===== src/rtl/smps_pkg.sv =====
package smps_pkg;

  // ----------------------------------------------------------------
  // Register indices (byte address is four times the index)
  // ----------------------------------------------------------------
  localparam logic [11:0] SMPS_IDX_SYNC_CTRL   = 12'h26f;
  localparam logic [11:0] SMPS_IDX_MON_CTRL    = 12'h270;
  localparam logic [11:0] SMPS_IDX_PERIOD0     = 12'h271;
  localparam logic [11:0] SMPS_IDX_PERIOD1     = 12'h272;
  localparam logic [11:0] SMPS_IDX_PERIOD2     = 12'h273;
  localparam logic [11:0] SMPS_IDX_RESULT_CTRL = 12'h274;
  localparam logic [11:0] SMPS_IDX_STATUS0     = 12'h275;
  localparam logic [11:0] SMPS_IDX_STATUS1     = 12'h276;
  localparam logic [11:0] SMPS_IDX_STATUS2     = 12'h277;
  localparam logic [11:0] SMPS_IDX_FRAME       = 12'h278;
  localparam logic [11:0] SMPS_IDX_SYSREF_CTRL = 12'h27f;

  // ----------------------------------------------------------------
  // Field positions and reset values
  // ----------------------------------------------------------------
  localparam int          SMPS_BIT_SYNC_EN     = 0;
  localparam int          SMPS_BIT_SYNC_NEXT   = 1;
  localparam int          SMPS_BIT_PEAK_EN     = 1;
  localparam int          SMPS_BIT_UPDATE      = 4;
  localparam int          SMPS_BIT_SYSREF_EN   = 0;
  localparam logic [7:0]  SMPS_RST_PERIOD0     = 8'h80;
  localparam logic [7:0]  SMPS_RST_PERIOD1     = 8'h00;
  localparam logic [7:0]  SMPS_RST_PERIOD2     = 8'h00;
  localparam logic [2:0]  SMPS_SEL_PEAK        = 3'h1;
  localparam logic [23:0] SMPS_PERIOD_ONE      = 24'h000001;
  localparam logic [7:0]  SMPS_FRAME_STEP      = 8'h01;

  // ----------------------------------------------------------------
  // Widths and types
  // ----------------------------------------------------------------
  localparam int SMPS_SAMPLE_W = 14;
  localparam int SMPS_RESULT_W = 20;

  typedef struct packed {
    logic        syncEnable;
    logic        syncNext;
    logic        peakEnable;
    logic        sysrefEnable;
    logic [2:0]  resultSelect;
    logic [23:0] period;
  } smps_cfg_t;

  typedef struct packed {
    logic [SMPS_RESULT_W-1:0] result;
    logic [7:0]               frameCount;
  } smps_status_t;

  typedef enum logic [1:0] {
    SMPS_BUS_IDLE = 2'b01,
    SMPS_BUS_RESP = 2'b10
  } smps_bus_state_t;

endpackage : smps_pkg


===== src/rtl/smps_peak_det.sv =====
`timescale 1ns/1ps
module smps_peak_det
  import smps_pkg::*;
(
  input  wire logic                     sys_clk,
  input  wire logic                     rst,
  input  wire logic                     enable,
  input  wire logic                     restart,
  input  wire logic [SMPS_SAMPLE_W-1:0] sample,
  output logic      [SMPS_SAMPLE_W-1:0] peak
);

  logic [SMPS_SAMPLE_W-1:0] magnitude;
  logic [SMPS_SAMPLE_W-1:0] next_peak;

  // ----------------------------------------------------------------
  // Running peak of sample magnitude
  // ----------------------------------------------------------------

  // Absolute value; most negative code maps to its unsigned magnitude
  always_comb
  begin
    magnitude = sample[SMPS_SAMPLE_W-1] ? (~sample + 1'b1) : sample;
    next_peak = peak;
    if (!enable)
    begin
      next_peak = '0;
    end
    else if (restart)
    begin
      next_peak = magnitude;                   // New window starts here
    end
    else if (magnitude > peak)
    begin
      next_peak = magnitude;
    end
  end

  // Peak register
  always_ff @(posedge sys_clk or posedge rst)
  begin
    if (rst)
    begin
      peak <= '0;
    end
    else
    begin
      peak <= next_peak;
    end
  end

endmodule : smps_peak_det


===== src/rtl/smps_monitor.sv =====
// Decided for this implementation: register access over APB.
`timescale 1ns/1ps
module smps_monitor
  import smps_pkg::*;
(
  input  wire logic                     sys_clk,
  input  wire logic                     rst,
  input  wire logic                     psel,
  input  wire logic                     penable,
  input  wire logic                     pwrite,
  input  wire logic [13:0]              paddr,
  input  wire logic [31:0]              pwdata,
  input  wire logic [3:0]               pstrb,
  output logic      [31:0]              prdata,
  output logic                          pready,
  output logic                          pslverr,
  input  wire logic [SMPS_SAMPLE_W-1:0] sampleIn,
  input  wire logic                     sysrefIn,
  output logic      [SMPS_RESULT_W-1:0] statusReadback,
  output logic                          syncPulse
);

  // ----------------------------------------------------------------
  // Declarations
  // ----------------------------------------------------------------
  smps_bus_state_t          busState;
  smps_bus_state_t          next_busState;
  logic [31:0]              next_prdata;
  logic                     next_pready;
  logic                     next_pslverr;

  smps_cfg_t                cfg;
  smps_cfg_t                next_cfg;
  logic [7:0]               period0;
  logic [7:0]               period1;
  logic [7:0]               period2;
  logic [7:0]               next_period0;
  logic [7:0]               next_period1;
  logic [7:0]               next_period2;
  logic                     updatePulse;
  logic                     next_updatePulse;

  logic [23:0]              periodCount;
  logic [23:0]              next_periodCount;
  logic [7:0]               frameCount;
  logic [7:0]               next_frameCount;
  logic [SMPS_RESULT_W-1:0] monitorResult;
  logic [SMPS_RESULT_W-1:0] next_monitorResult;
  smps_status_t             status;
  smps_status_t             next_status;
  logic                     sysrefPrev;
  logic [SMPS_RESULT_W-1:0] next_statusReadback;
  logic                     next_syncPulse;

  logic [SMPS_SAMPLE_W-1:0] peak;
  logic [11:0]              regIndex;
  logic                     addrAligned;
  logic                     addrMapped;
  logic                     writeDone;
  logic                     sysrefEdge;
  logic                     syncHit;
  logic                     periodExpire;
  logic                     restartPeak;

  // ----------------------------------------------------------------
  // Address decode
  // ----------------------------------------------------------------

  // Word index and mapping check
  always_comb
  begin
    regIndex    = paddr[13:2];
    addrAligned = (paddr[1:0] == 2'h0);
    case (regIndex)
      SMPS_IDX_SYNC_CTRL, SMPS_IDX_MON_CTRL, SMPS_IDX_PERIOD0,
      SMPS_IDX_PERIOD1, SMPS_IDX_PERIOD2, SMPS_IDX_RESULT_CTRL,
      SMPS_IDX_STATUS0, SMPS_IDX_STATUS1, SMPS_IDX_STATUS2,
      SMPS_IDX_FRAME, SMPS_IDX_SYSREF_CTRL:
        addrMapped = addrAligned;
      default:
        addrMapped = 1'b0;
    endcase
  end

  // Write commits at the completing access edge only
  assign writeDone = psel && penable && pready && pwrite && addrMapped && pstrb[0];

  // ----------------------------------------------------------------
  // APB slave: one wait-free answer after setup
  // ----------------------------------------------------------------

  // Bus next state, read data and error
  always_comb
  begin
    next_busState = busState;
    next_prdata   = prdata;
    next_pready   = 1'b0;
    next_pslverr  = 1'b0;
    case (busState)
      SMPS_BUS_IDLE:
      begin
        if (psel && !penable)
        begin
          next_busState = SMPS_BUS_RESP;
          next_pready   = 1'b1;
          next_pslverr  = !addrMapped;
          next_prdata   = 32'h0000_0000;
          if (!pwrite && addrMapped)
          begin
            case (regIndex)
              SMPS_IDX_SYNC_CTRL:
                next_prdata[1:0] = {cfg.syncNext, cfg.syncEnable};
              SMPS_IDX_MON_CTRL:
                next_prdata[SMPS_BIT_PEAK_EN] = cfg.peakEnable;
              SMPS_IDX_PERIOD0:
                next_prdata[7:0] = period0;
              SMPS_IDX_PERIOD1:
                next_prdata[7:0] = period1;
              SMPS_IDX_PERIOD2:
                next_prdata[7:0] = period2;
              SMPS_IDX_RESULT_CTRL:
                next_prdata[2:0] = cfg.resultSelect;    // Update bit reads zero
              SMPS_IDX_STATUS0:
                next_prdata[7:0] = status.result[7:0];
              SMPS_IDX_STATUS1:
                next_prdata[7:0] = status.result[15:8];
              SMPS_IDX_STATUS2:
                next_prdata[3:0] = status.result[19:16];
              SMPS_IDX_FRAME:
                next_prdata[7:0] = status.frameCount;
              SMPS_IDX_SYSREF_CTRL:
                next_prdata[SMPS_BIT_SYSREF_EN] = cfg.sysrefEnable;
              default:
                next_prdata = 32'h0000_0000;
            endcase
          end
        end
      end
      SMPS_BUS_RESP:
      begin
        next_busState = SMPS_BUS_IDLE;
      end
      default:
      begin
        next_busState = SMPS_BUS_IDLE;
      end
    endcase
  end

  // Bus registers
  always_ff @(posedge sys_clk or posedge rst)
  begin
    if (rst)
    begin
      busState <= SMPS_BUS_IDLE;
      prdata   <= 32'h0000_0000;
      pready   <= 1'b0;
      pslverr  <= 1'b0;
    end
    else
    begin
      busState <= next_busState;
      prdata   <= next_prdata;
      pready   <= next_pready;
      pslverr  <= next_pslverr;
    end
  end

  // ----------------------------------------------------------------
  // Configuration registers
  // ----------------------------------------------------------------

  // SYSREF edge detect and synchronization qualifier
  assign sysrefEdge = sysrefIn && !sysrefPrev;
  assign syncHit    = sysrefEdge && cfg.sysrefEnable && cfg.syncEnable;

  // Register writes and hardware clear of the one-shot arm
  always_comb
  begin
    next_cfg         = cfg;
    next_period0     = period0;
    next_period1     = period1;
    next_period2     = period2;
    next_updatePulse = 1'b0;
    if (syncHit && cfg.syncNext)
    begin
      next_cfg.syncEnable = 1'b0;
    end
    if (writeDone)
    begin
      case (regIndex)
        SMPS_IDX_SYNC_CTRL:
        begin
          next_cfg.syncEnable = pwdata[SMPS_BIT_SYNC_EN];   // Rearm beats clear
          next_cfg.syncNext   = pwdata[SMPS_BIT_SYNC_NEXT];
        end
        SMPS_IDX_MON_CTRL:
          next_cfg.peakEnable = pwdata[SMPS_BIT_PEAK_EN];
        SMPS_IDX_PERIOD0:
          next_period0 = pwdata[7:0];
        SMPS_IDX_PERIOD1:
          next_period1 = pwdata[7:0];
        SMPS_IDX_PERIOD2:
          next_period2 = pwdata[7:0];
        SMPS_IDX_RESULT_CTRL:
        begin
          next_cfg.resultSelect = pwdata[2:0];
          next_updatePulse      = pwdata[SMPS_BIT_UPDATE];
        end
        SMPS_IDX_SYSREF_CTRL:
          next_cfg.sysrefEnable = pwdata[SMPS_BIT_SYSREF_EN];
        default:
          next_cfg = next_cfg;
      endcase
    end
    next_cfg.period = {next_period2, next_period1, next_period0};
  end

  // Configuration flops
  always_ff @(posedge sys_clk or posedge rst)
  begin
    if (rst)
    begin
      cfg.syncEnable   <= 1'b0;
      cfg.syncNext     <= 1'b0;
      cfg.peakEnable   <= 1'b0;
      cfg.sysrefEnable <= 1'b0;
      cfg.resultSelect <= SMPS_SEL_PEAK;
      cfg.period       <= {SMPS_RST_PERIOD2, SMPS_RST_PERIOD1, SMPS_RST_PERIOD0};
      period0          <= SMPS_RST_PERIOD0;
      period1          <= SMPS_RST_PERIOD1;
      period2          <= SMPS_RST_PERIOD2;
      updatePulse      <= 1'b0;
    end
    else
    begin
      cfg         <= next_cfg;
      period0     <= next_period0;
      period1     <= next_period1;
      period2     <= next_period2;
      updatePulse <= next_updatePulse;
    end
  end

  // ----------------------------------------------------------------
  // Period counter, frame counter and result capture
  // ----------------------------------------------------------------

  // Expiry after period sys_clk cycles; 0 or 1 expires every cycle
  assign periodExpire = (cfg.period <= SMPS_PERIOD_ONE) ||
                        (periodCount >= cfg.period - SMPS_PERIOD_ONE);
  assign restartPeak  = periodExpire || syncHit;

  // Measurement window state
  always_comb
  begin
    next_periodCount   = periodCount + SMPS_PERIOD_ONE;
    next_frameCount    = frameCount;
    next_monitorResult = monitorResult;
    next_status        = status;
    if (syncHit)
    begin
      next_periodCount = '0;
    end
    else if (periodExpire)
    begin
      next_periodCount   = '0;
      next_frameCount    = frameCount + SMPS_FRAME_STEP;
      next_monitorResult = {{(SMPS_RESULT_W-SMPS_SAMPLE_W){1'b0}}, peak};
    end
    if (updatePulse)
    begin
      next_status.result     = monitorResult;
      next_status.frameCount = frameCount;
    end
  end

  // Readback routing by result selection
  always_comb
  begin
    next_statusReadback = '0;
    if (cfg.resultSelect == SMPS_SEL_PEAK)
    begin
      next_statusReadback = status.result;
    end
    next_syncPulse = syncHit;
  end

  // Measurement flops
  always_ff @(posedge sys_clk or posedge rst)
  begin
    if (rst)
    begin
      periodCount    <= '0;
      frameCount     <= '0;
      monitorResult  <= '0;
      status         <= '0;
      sysrefPrev     <= 1'b0;
      statusReadback <= '0;
      syncPulse      <= 1'b0;
    end
    else
    begin
      periodCount    <= next_periodCount;
      frameCount     <= next_frameCount;
      monitorResult  <= next_monitorResult;
      status         <= next_status;
      sysrefPrev     <= sysrefIn;
      statusReadback <= next_statusReadback;
      syncPulse      <= next_syncPulse;
    end
  end

  // ----------------------------------------------------------------
  // Peak detector
  // ----------------------------------------------------------------

  // Restarted on each window boundary or sync
  smps_peak_det u_peak (
    .sys_clk (sys_clk),
    .rst     (rst),
    .enable  (cfg.peakEnable),
    .restart (restartPeak),
    .sample  (sampleIn),
    .peak    (peak)
  );

endmodule : smps_monitor


===== config.mk =====
export PLATFORM = sky130hd
export DESIGN_NAME = smps_monitor
export DESIGN_NICKNAME = d
export VERILOG_FILES = /design/src/rtl/smps_pkg.sv /design/src/rtl/smps_peak_det.sv /design/src/rtl/smps_monitor.sv
export SDC_FILE = /design/constraint.sdc
export NUM_CORES = 1
export LEC_CHECK = 0
export BUFFER_PORTS_ARGS = -buffer_cell sky130_fd_sc_hd__buf_2
export CAP_MARGIN = 20
export CORE_MARGIN = 2
export CORE_UTILIZATION = 40
export CTS_BUF_LIST = sky130_fd_sc_hd__clkbuf_2
export CTS_CLUSTER_SIZE = 30
export DETAILED_ROUTE_END_ITERATION = 16
export PLACE_DENSITY = 0.64
export SLEW_MARGIN = 15
export SYNTH_ARGS = -nofsm -noshare
export SYNTH_HDL_FRONTEND = slang
export SYNTH_SLANG_ARGS = --single-unit

===== constraint.sdc =====
create_clock -name sys_clk -period 4.3 [get_ports sys_clk]
set_clock_uncertainty 0.1 [all_clocks]
set_input_delay 0.43 -clock sys_clk [delete_from_list [all_inputs] [get_ports sys_clk]]
set_output_delay 0.43 -clock sys_clk [all_outputs]
set_load 0.03 [all_outputs]

# Word level (Yosys, flattened, before mapping)
# Cells that the tools add are included.
# totals
ff_bits,196
inputBits,70
output_inout_bits,55
word_cells,106
# op_classes
add_sub_neg,4
magnitude_cmp,3
n_eq_ne,15
n_mux,34
n_bitwise,2
reduce_logical,25
# ops
op,n
== test 12 x 10 -> 1 bit (second input constant),11
two-way mux 14 bit,5
two-way mux 8 bit,7
two-way mux 24 bit,2
two-way mux 31 bit,1
adder 24 x 1 -> 24 bit (second input constant),1
>= comparator 24 bit,1
<= comparator 24 x 1 -> 1 bit (second input constant),1
one-hot mux 4 bit (6 select lines),1
subtractor 24 x 1 -> 24 bit (second input constant),1
one-hot mux 1 bit (9 select lines),2
adder 14 x 1 -> 14 bit (second input constant),1
> comparator 14 bit,1
NOT 14 bit,1
AND reduction 2 bit,6
logical AND 1 bit,11
OR reduction 11 bit,1
two-way mux 1 bit,10
adder 8 x 1 -> 8 bit (second input constant),1
one-hot mux 1 bit (7 select lines),1
two-way mux 2 bit,3
one-hot mux 1 bit (6 select lines),1
zero test 1 bit,4
== test 3 x 1 -> 1 bit (second input constant),1
other kinds (7),8

# Longest topological paths before layout
# depth
depth_word,8
mapped_depth,17
ltp_nobuf,15

# Cells and area by module
# A second synthesis with hierarchy kept.
# unflattened
hier_cells,740
area_unflattened_um2,8016.4
# modules_own_cells
mod,instances,cells_each,area_each_um2,seq_area_each_um2
smps_monitor,1,604,6752.7,3206.8
smps_peak_det,1,136,1263.7,350.3

# Worst setup path before layout
# No wires, ideal clock.
# synth_timing
kind,flip-flop to flip-flop
startpoint,reg period0[2] (netlist name)
endpoint,reg u_peak.peak[0]
setup_time_ns,0.079
arrival_ns,3.995
t_required_ns,4.121
path_slack_ns,0.126
stages_incl_launch_ff,18
n_path_buf,2
synth_period_minus_slack_ns,4.174
path_cell_list,dfrtp_1 -> or3_1 -> nor2_1 -> nand2_1 -> or2_2 -> or4_1 -> nor3_1 -> xnor2_1 -> ha_1 -> a21oi_1 -> o21ai_0 -> a211oi_1 -> o21ai_0 -> or3_1 -> buf_2 -> a21oi_2 -> buf_2 -> mux2i_1
# synth_lines
element,line,source
to (signal assigned),smps_peak_det.sv:48,peak <= next_peak;
to (decl),smps_peak_det.sv:10,output logic [SMPS_SAMPLE_W-1:0] peak

==> metrics.log <==
[metrics] most frequent cells after synthesis: sky130_fd_sc_hd__dfrtp_1 (139), sky130_fd_sc_hd__nand2_1 (88), sky130_fd_sc_hd__nor2_1 (59), sky130_fd_sc_hd__mux2_2 (49), sky130_fd_sc_hd__ha_1 (43)
[metrics] Iteration-0 DRC Markers: just under 400
[metrics] post-route clock period utilization: 0.940
[metrics] Remaining Overflow, GRT: 0
[metrics] Sum Neg Setup Slack: 0 ps
[metrics] area growth from synthesis to layout: 15.8%
[metrics] wire length of the first global-routing pass: between 20 and 30 mm
[metrics] number of nets with antenna violations after detailed routing: 0
[metrics] Final GP Congestion: roughly 0.86
[metrics] final routed DRC violation total: 0
[metrics] Post-CTS Setup Repair Bufs: 0
[metrics] Yosys Warn Count: 0
[metrics] area of the mapped netlist: 0.00797 mm2
[metrics] share of power burned in registers: 0.565
[metrics] Most used DFF post-synth: sky130_fd_sc_hd__dfrtp_1
[metrics] clock network latency to the later pin of the worst-skew pair: between 700 and 800 ps
[metrics] count of endpoints failing hold in the final timing report: 0
[metrics] Hold WC Path Type: input pin to register
[metrics] synthesized area per cell: 10.2 um2
[metrics] detailed-routing iteration count for the pre-antenna-repair pass: 5
[metrics] cts bufs inserted: 17
[metrics] number of distinct library cells after synthesis: between 50 and 60
[metrics] Sw Share: 0.302
[metrics] via count of the first global-routing pass: 5709
[metrics] vertical die dimension: 145 um
[metrics] Slew Viols, Final: 0
[metrics] power per cell area: 258 mW/mm2
[metrics] worst r2r path cells: 16
[metrics] CTS Root Cell: sky130_fd_sc_hd__clkbuf_2
[metrics] count of nets after finishing: 1007
[metrics] overall routed net length: between 15 and 20 mm
[metrics] FP Rows: slightly above 50
[metrics] Port-buffer cells: 67
[metrics] dominant cell type by area after synthesis: sky130_fd_sc_hd__dfrtp_1
[metrics] TritonCTS clock tree: built
[metrics] RSZ-0062 raised after global routing: no
[metrics] Rel. slew slack: 0.342
[metrics] I/O Pins: 125
[metrics] die area: 0.0211 mm2
[metrics] via count of the routed design: 5839
[metrics] internal power: about 1700 uW
[metrics] synthesized instance count: 781
[metrics] f_max: roughly 250 MHz
[metrics] share of post-route cells with drive strength above 1: 0.217
[metrics] post-synthesis sequential element count: 142
[metrics] Static Leakage: 0.00435 uW
[metrics] startpoint type of the worst setup path: register
[metrics] CTS sink count: 142
[metrics] status: finished, final reports clean
[metrics] detail-routed net length per standard cell: 15.1 um
[metrics] clock network fraction of design power: 0.347
[metrics] mean number of vias per cell: 4.98
[metrics] portion of synthesized cell area occupied by the leading cell type: 0.437
[metrics] data arrival at the endpoint of the critical path: between 4000 and 5000 ps
[metrics] final cell count without fillers: 1173
[metrics] Die Span X: approximately 150 um
[metrics] placement-stage cell area: 0.00856 mm2
[metrics] Max clock buf depth: 2
[metrics] final number of setup-violating endpoints: 0
[metrics] number of cells on the worst hold path: 3
[metrics] count of max-cap constraint violations: 0
[metrics] DP Wirelength: 12.9 mm
[metrics] Placeable Area: 0.0195 mm2
[metrics] crit path kind: register to register
[metrics] EDFF count, synth: 0
[metrics] worst ir drop on vdd: 0.161 mV
[metrics] largest net degree at the start of global routing: 104
[metrics] share of flip-flops with an asynchronous set or reset: 1.00
[metrics] time the final worst path needs with I/O delays and setup: 4040 ps
[metrics] switching power summed over all nets: 719 uW
[metrics] Total GRT Usage: 0.175
[metrics] clock transition at the registers of the reported paths: roughly 250 ps
[metrics] Seq/Total Area, Yosys: 0.447
[metrics] cell with the most instances after synthesis: sky130_fd_sc_hd__dfrtp_1
[metrics] slew at the pin closest to its max-slew limit: between 900 and 1000 ps
[metrics] CP Max Fanout: 4
[metrics] initial core utilization: 0.408
[metrics] Crit path required time: 4900 ps
[metrics] number of antenna violations at the first check in global routing: 1
[metrics] cell area after layout: 0.00922 mm2
[metrics] H-tree level count: 4
[metrics] relative contribution of combinational cells to total power: 0.087
[metrics] capturing element type of the critical path: register
[metrics] cell count after placement: 1104
[metrics] leading cell types by total area after synthesis: sky130_fd_sc_hd__dfrtp_1 (44%), sky130_fd_sc_hd__mux2_2 (6.9%), sky130_fd_sc_hd__ha_1 (6.8%)
## power groups by stage
stage / Sequential, uW / Combinational [uW] / Clock (uW)
after floorplan: 1370 / 144 / 0
after global placement: 1370 / 181 / 0
after detailed placement: 1370 / 183 / 0
after CTS: 1340 / 208 / 855
after global routing: 1350 / 232 / 919
final: 1340 / 208 / 826
## cell type report
cell class / count / area (um2)
timing repair buffer: 120 / 848
clock buffer: 17 / 85.1
clock inverter: 15 / 166
multi-input combinational: 581 / 4110
fill: 1877 / 10300
tap: 265 / 332
antenna: 1 / 2.50
inverter: 32 / 124
sequential: 142 / 3560
## metrics by stage
step	total power, uW	setup WS (ps)	utilization	hold WS [ps]
final	2380	259	0.472	93.7
after global placement	1550	110	0.438	358
after detailed placement	1550	33.3	0.438	358
after floorplan	1510	126	-	336
after global routing	2500	29.8	0.472	9.66
after CTS	2410	21.0	0.470	24.2
## worst paths after layout
path / from / endpoint / slack [ps]
worst max-delay path: period0[2]$_DFFE_PP0P_ / u_peak.peak[3]$_DFFE_PP0P_ / 260
worst min-delay path: paddr[6] / cfg[29]$_DFFE_PP0P_ / 90
worst max register to register: period0[2]$_DFFE_PP0P_ / u_peak.peak[3]$_DFFE_PP0P_ / 260
worst min register to register: frameCount[7]$_DFFE_PP0P_ / frameCount[7]$_DFFE_PP0P_ / 390
max in group asynchronous: rst / monitorResult[8]$_DFFE_PP0P_ / 2800
min in group asynchronous: rst / period2[5]$_DFFE_PP0P_ / 260
## flip-flops by register name (all words and copies together) (netlist names), 2 cells and up
name            flops
monitorResult      14
status             22
cfg                10
period0             7
frameCount          8
period1             7
u_peak.peak        14
periodCount        24
period2             7
prdata              8
statusReadback     14
busState            2
## worst max-delay path, cell delays in order, from the launching register on
cell and delay (ps):
sky130_fd_sc_hd__dfrtp_1 420, sky130_fd_sc_hd__or3_1 410, sky130_fd_sc_hd__nor2_1 140, sky130_fd_sc_hd__nand2_1 90
sky130_fd_sc_hd__or2_2 320, sky130_fd_sc_hd__or4_4 440, sky130_fd_sc_hd__nor3_2 140, sky130_fd_sc_hd__xnor2_1 140
sky130_fd_sc_hd__ha_1 260, sky130_fd_sc_hd__a21oi_1 150, sky130_fd_sc_hd__o21ai_0 90, sky130_fd_sc_hd__a211oi_1 220
sky130_fd_sc_hd__o21ai_1 170, sky130_fd_sc_hd__or3_4 410, sky130_fd_sc_hd__a21oi_4 170, sky130_fd_sc_hd__buf_4 180
sky130_fd_sc_hd__mux2i_1 180
## cells in the final DEF (no fill, tap or decap), types with 30 or more instances in the layout
| master | n |
|---|---|
| sky130_fd_sc_hd__mux2_2 | 49 |
| sky130_fd_sc_hd__conb_1 | 30 |
| sky130_fd_sc_hd__nand2_1 | 88 |
| sky130_fd_sc_hd__dlygate4sd3_1 | 36 |
| sky130_fd_sc_hd__xnor2_1 | 39 |
| sky130_fd_sc_hd__inv_1 | 31 |
| sky130_fd_sc_hd__o21ai_0 | 34 |
| sky130_fd_sc_hd__dfrtp_1 | 139 |
| sky130_fd_sc_hd__ha_1 | 43 |
| sky130_fd_sc_hd__nor2_1 | 59 |
| sky130_fd_sc_hd__buf_2 | 67 |
## metal layers
layer	wire length [um]	up-vias	part of all wire	global-route usage
met5	0	-	0	0
met4	245	0	0.014	0.0505
met3	643	17	0.036	0.0349
met2	8100	131	0.46	0.273
met1	8740	2782	0.49	0.247
li1	-	2909	-	-
## kinds of logic after synthesis
group / share of synthesized area
multiplexers: 0.117
buffers and inverters: 0.0584
AO/OA/AOI/OAI: 0.0766
other: 0.000471
flip-flops: 0.447
XOR/XNOR: 0.0671
AND/OR/NAND/NOR: 0.167
adder cells (fa/ha/maj): 0.0675
## timing repair
| action | 4_1_cts | 5_1_grt |
|---|---|---|
| gates resized for setup | 0 | 10 |
| endpoints found under the setup margin | 0 | 58 |
| endpoints found under the hold margin | 91 | 0 |
| hold buffers | 36 | 0 |
(Power assumes the default switching activity.)
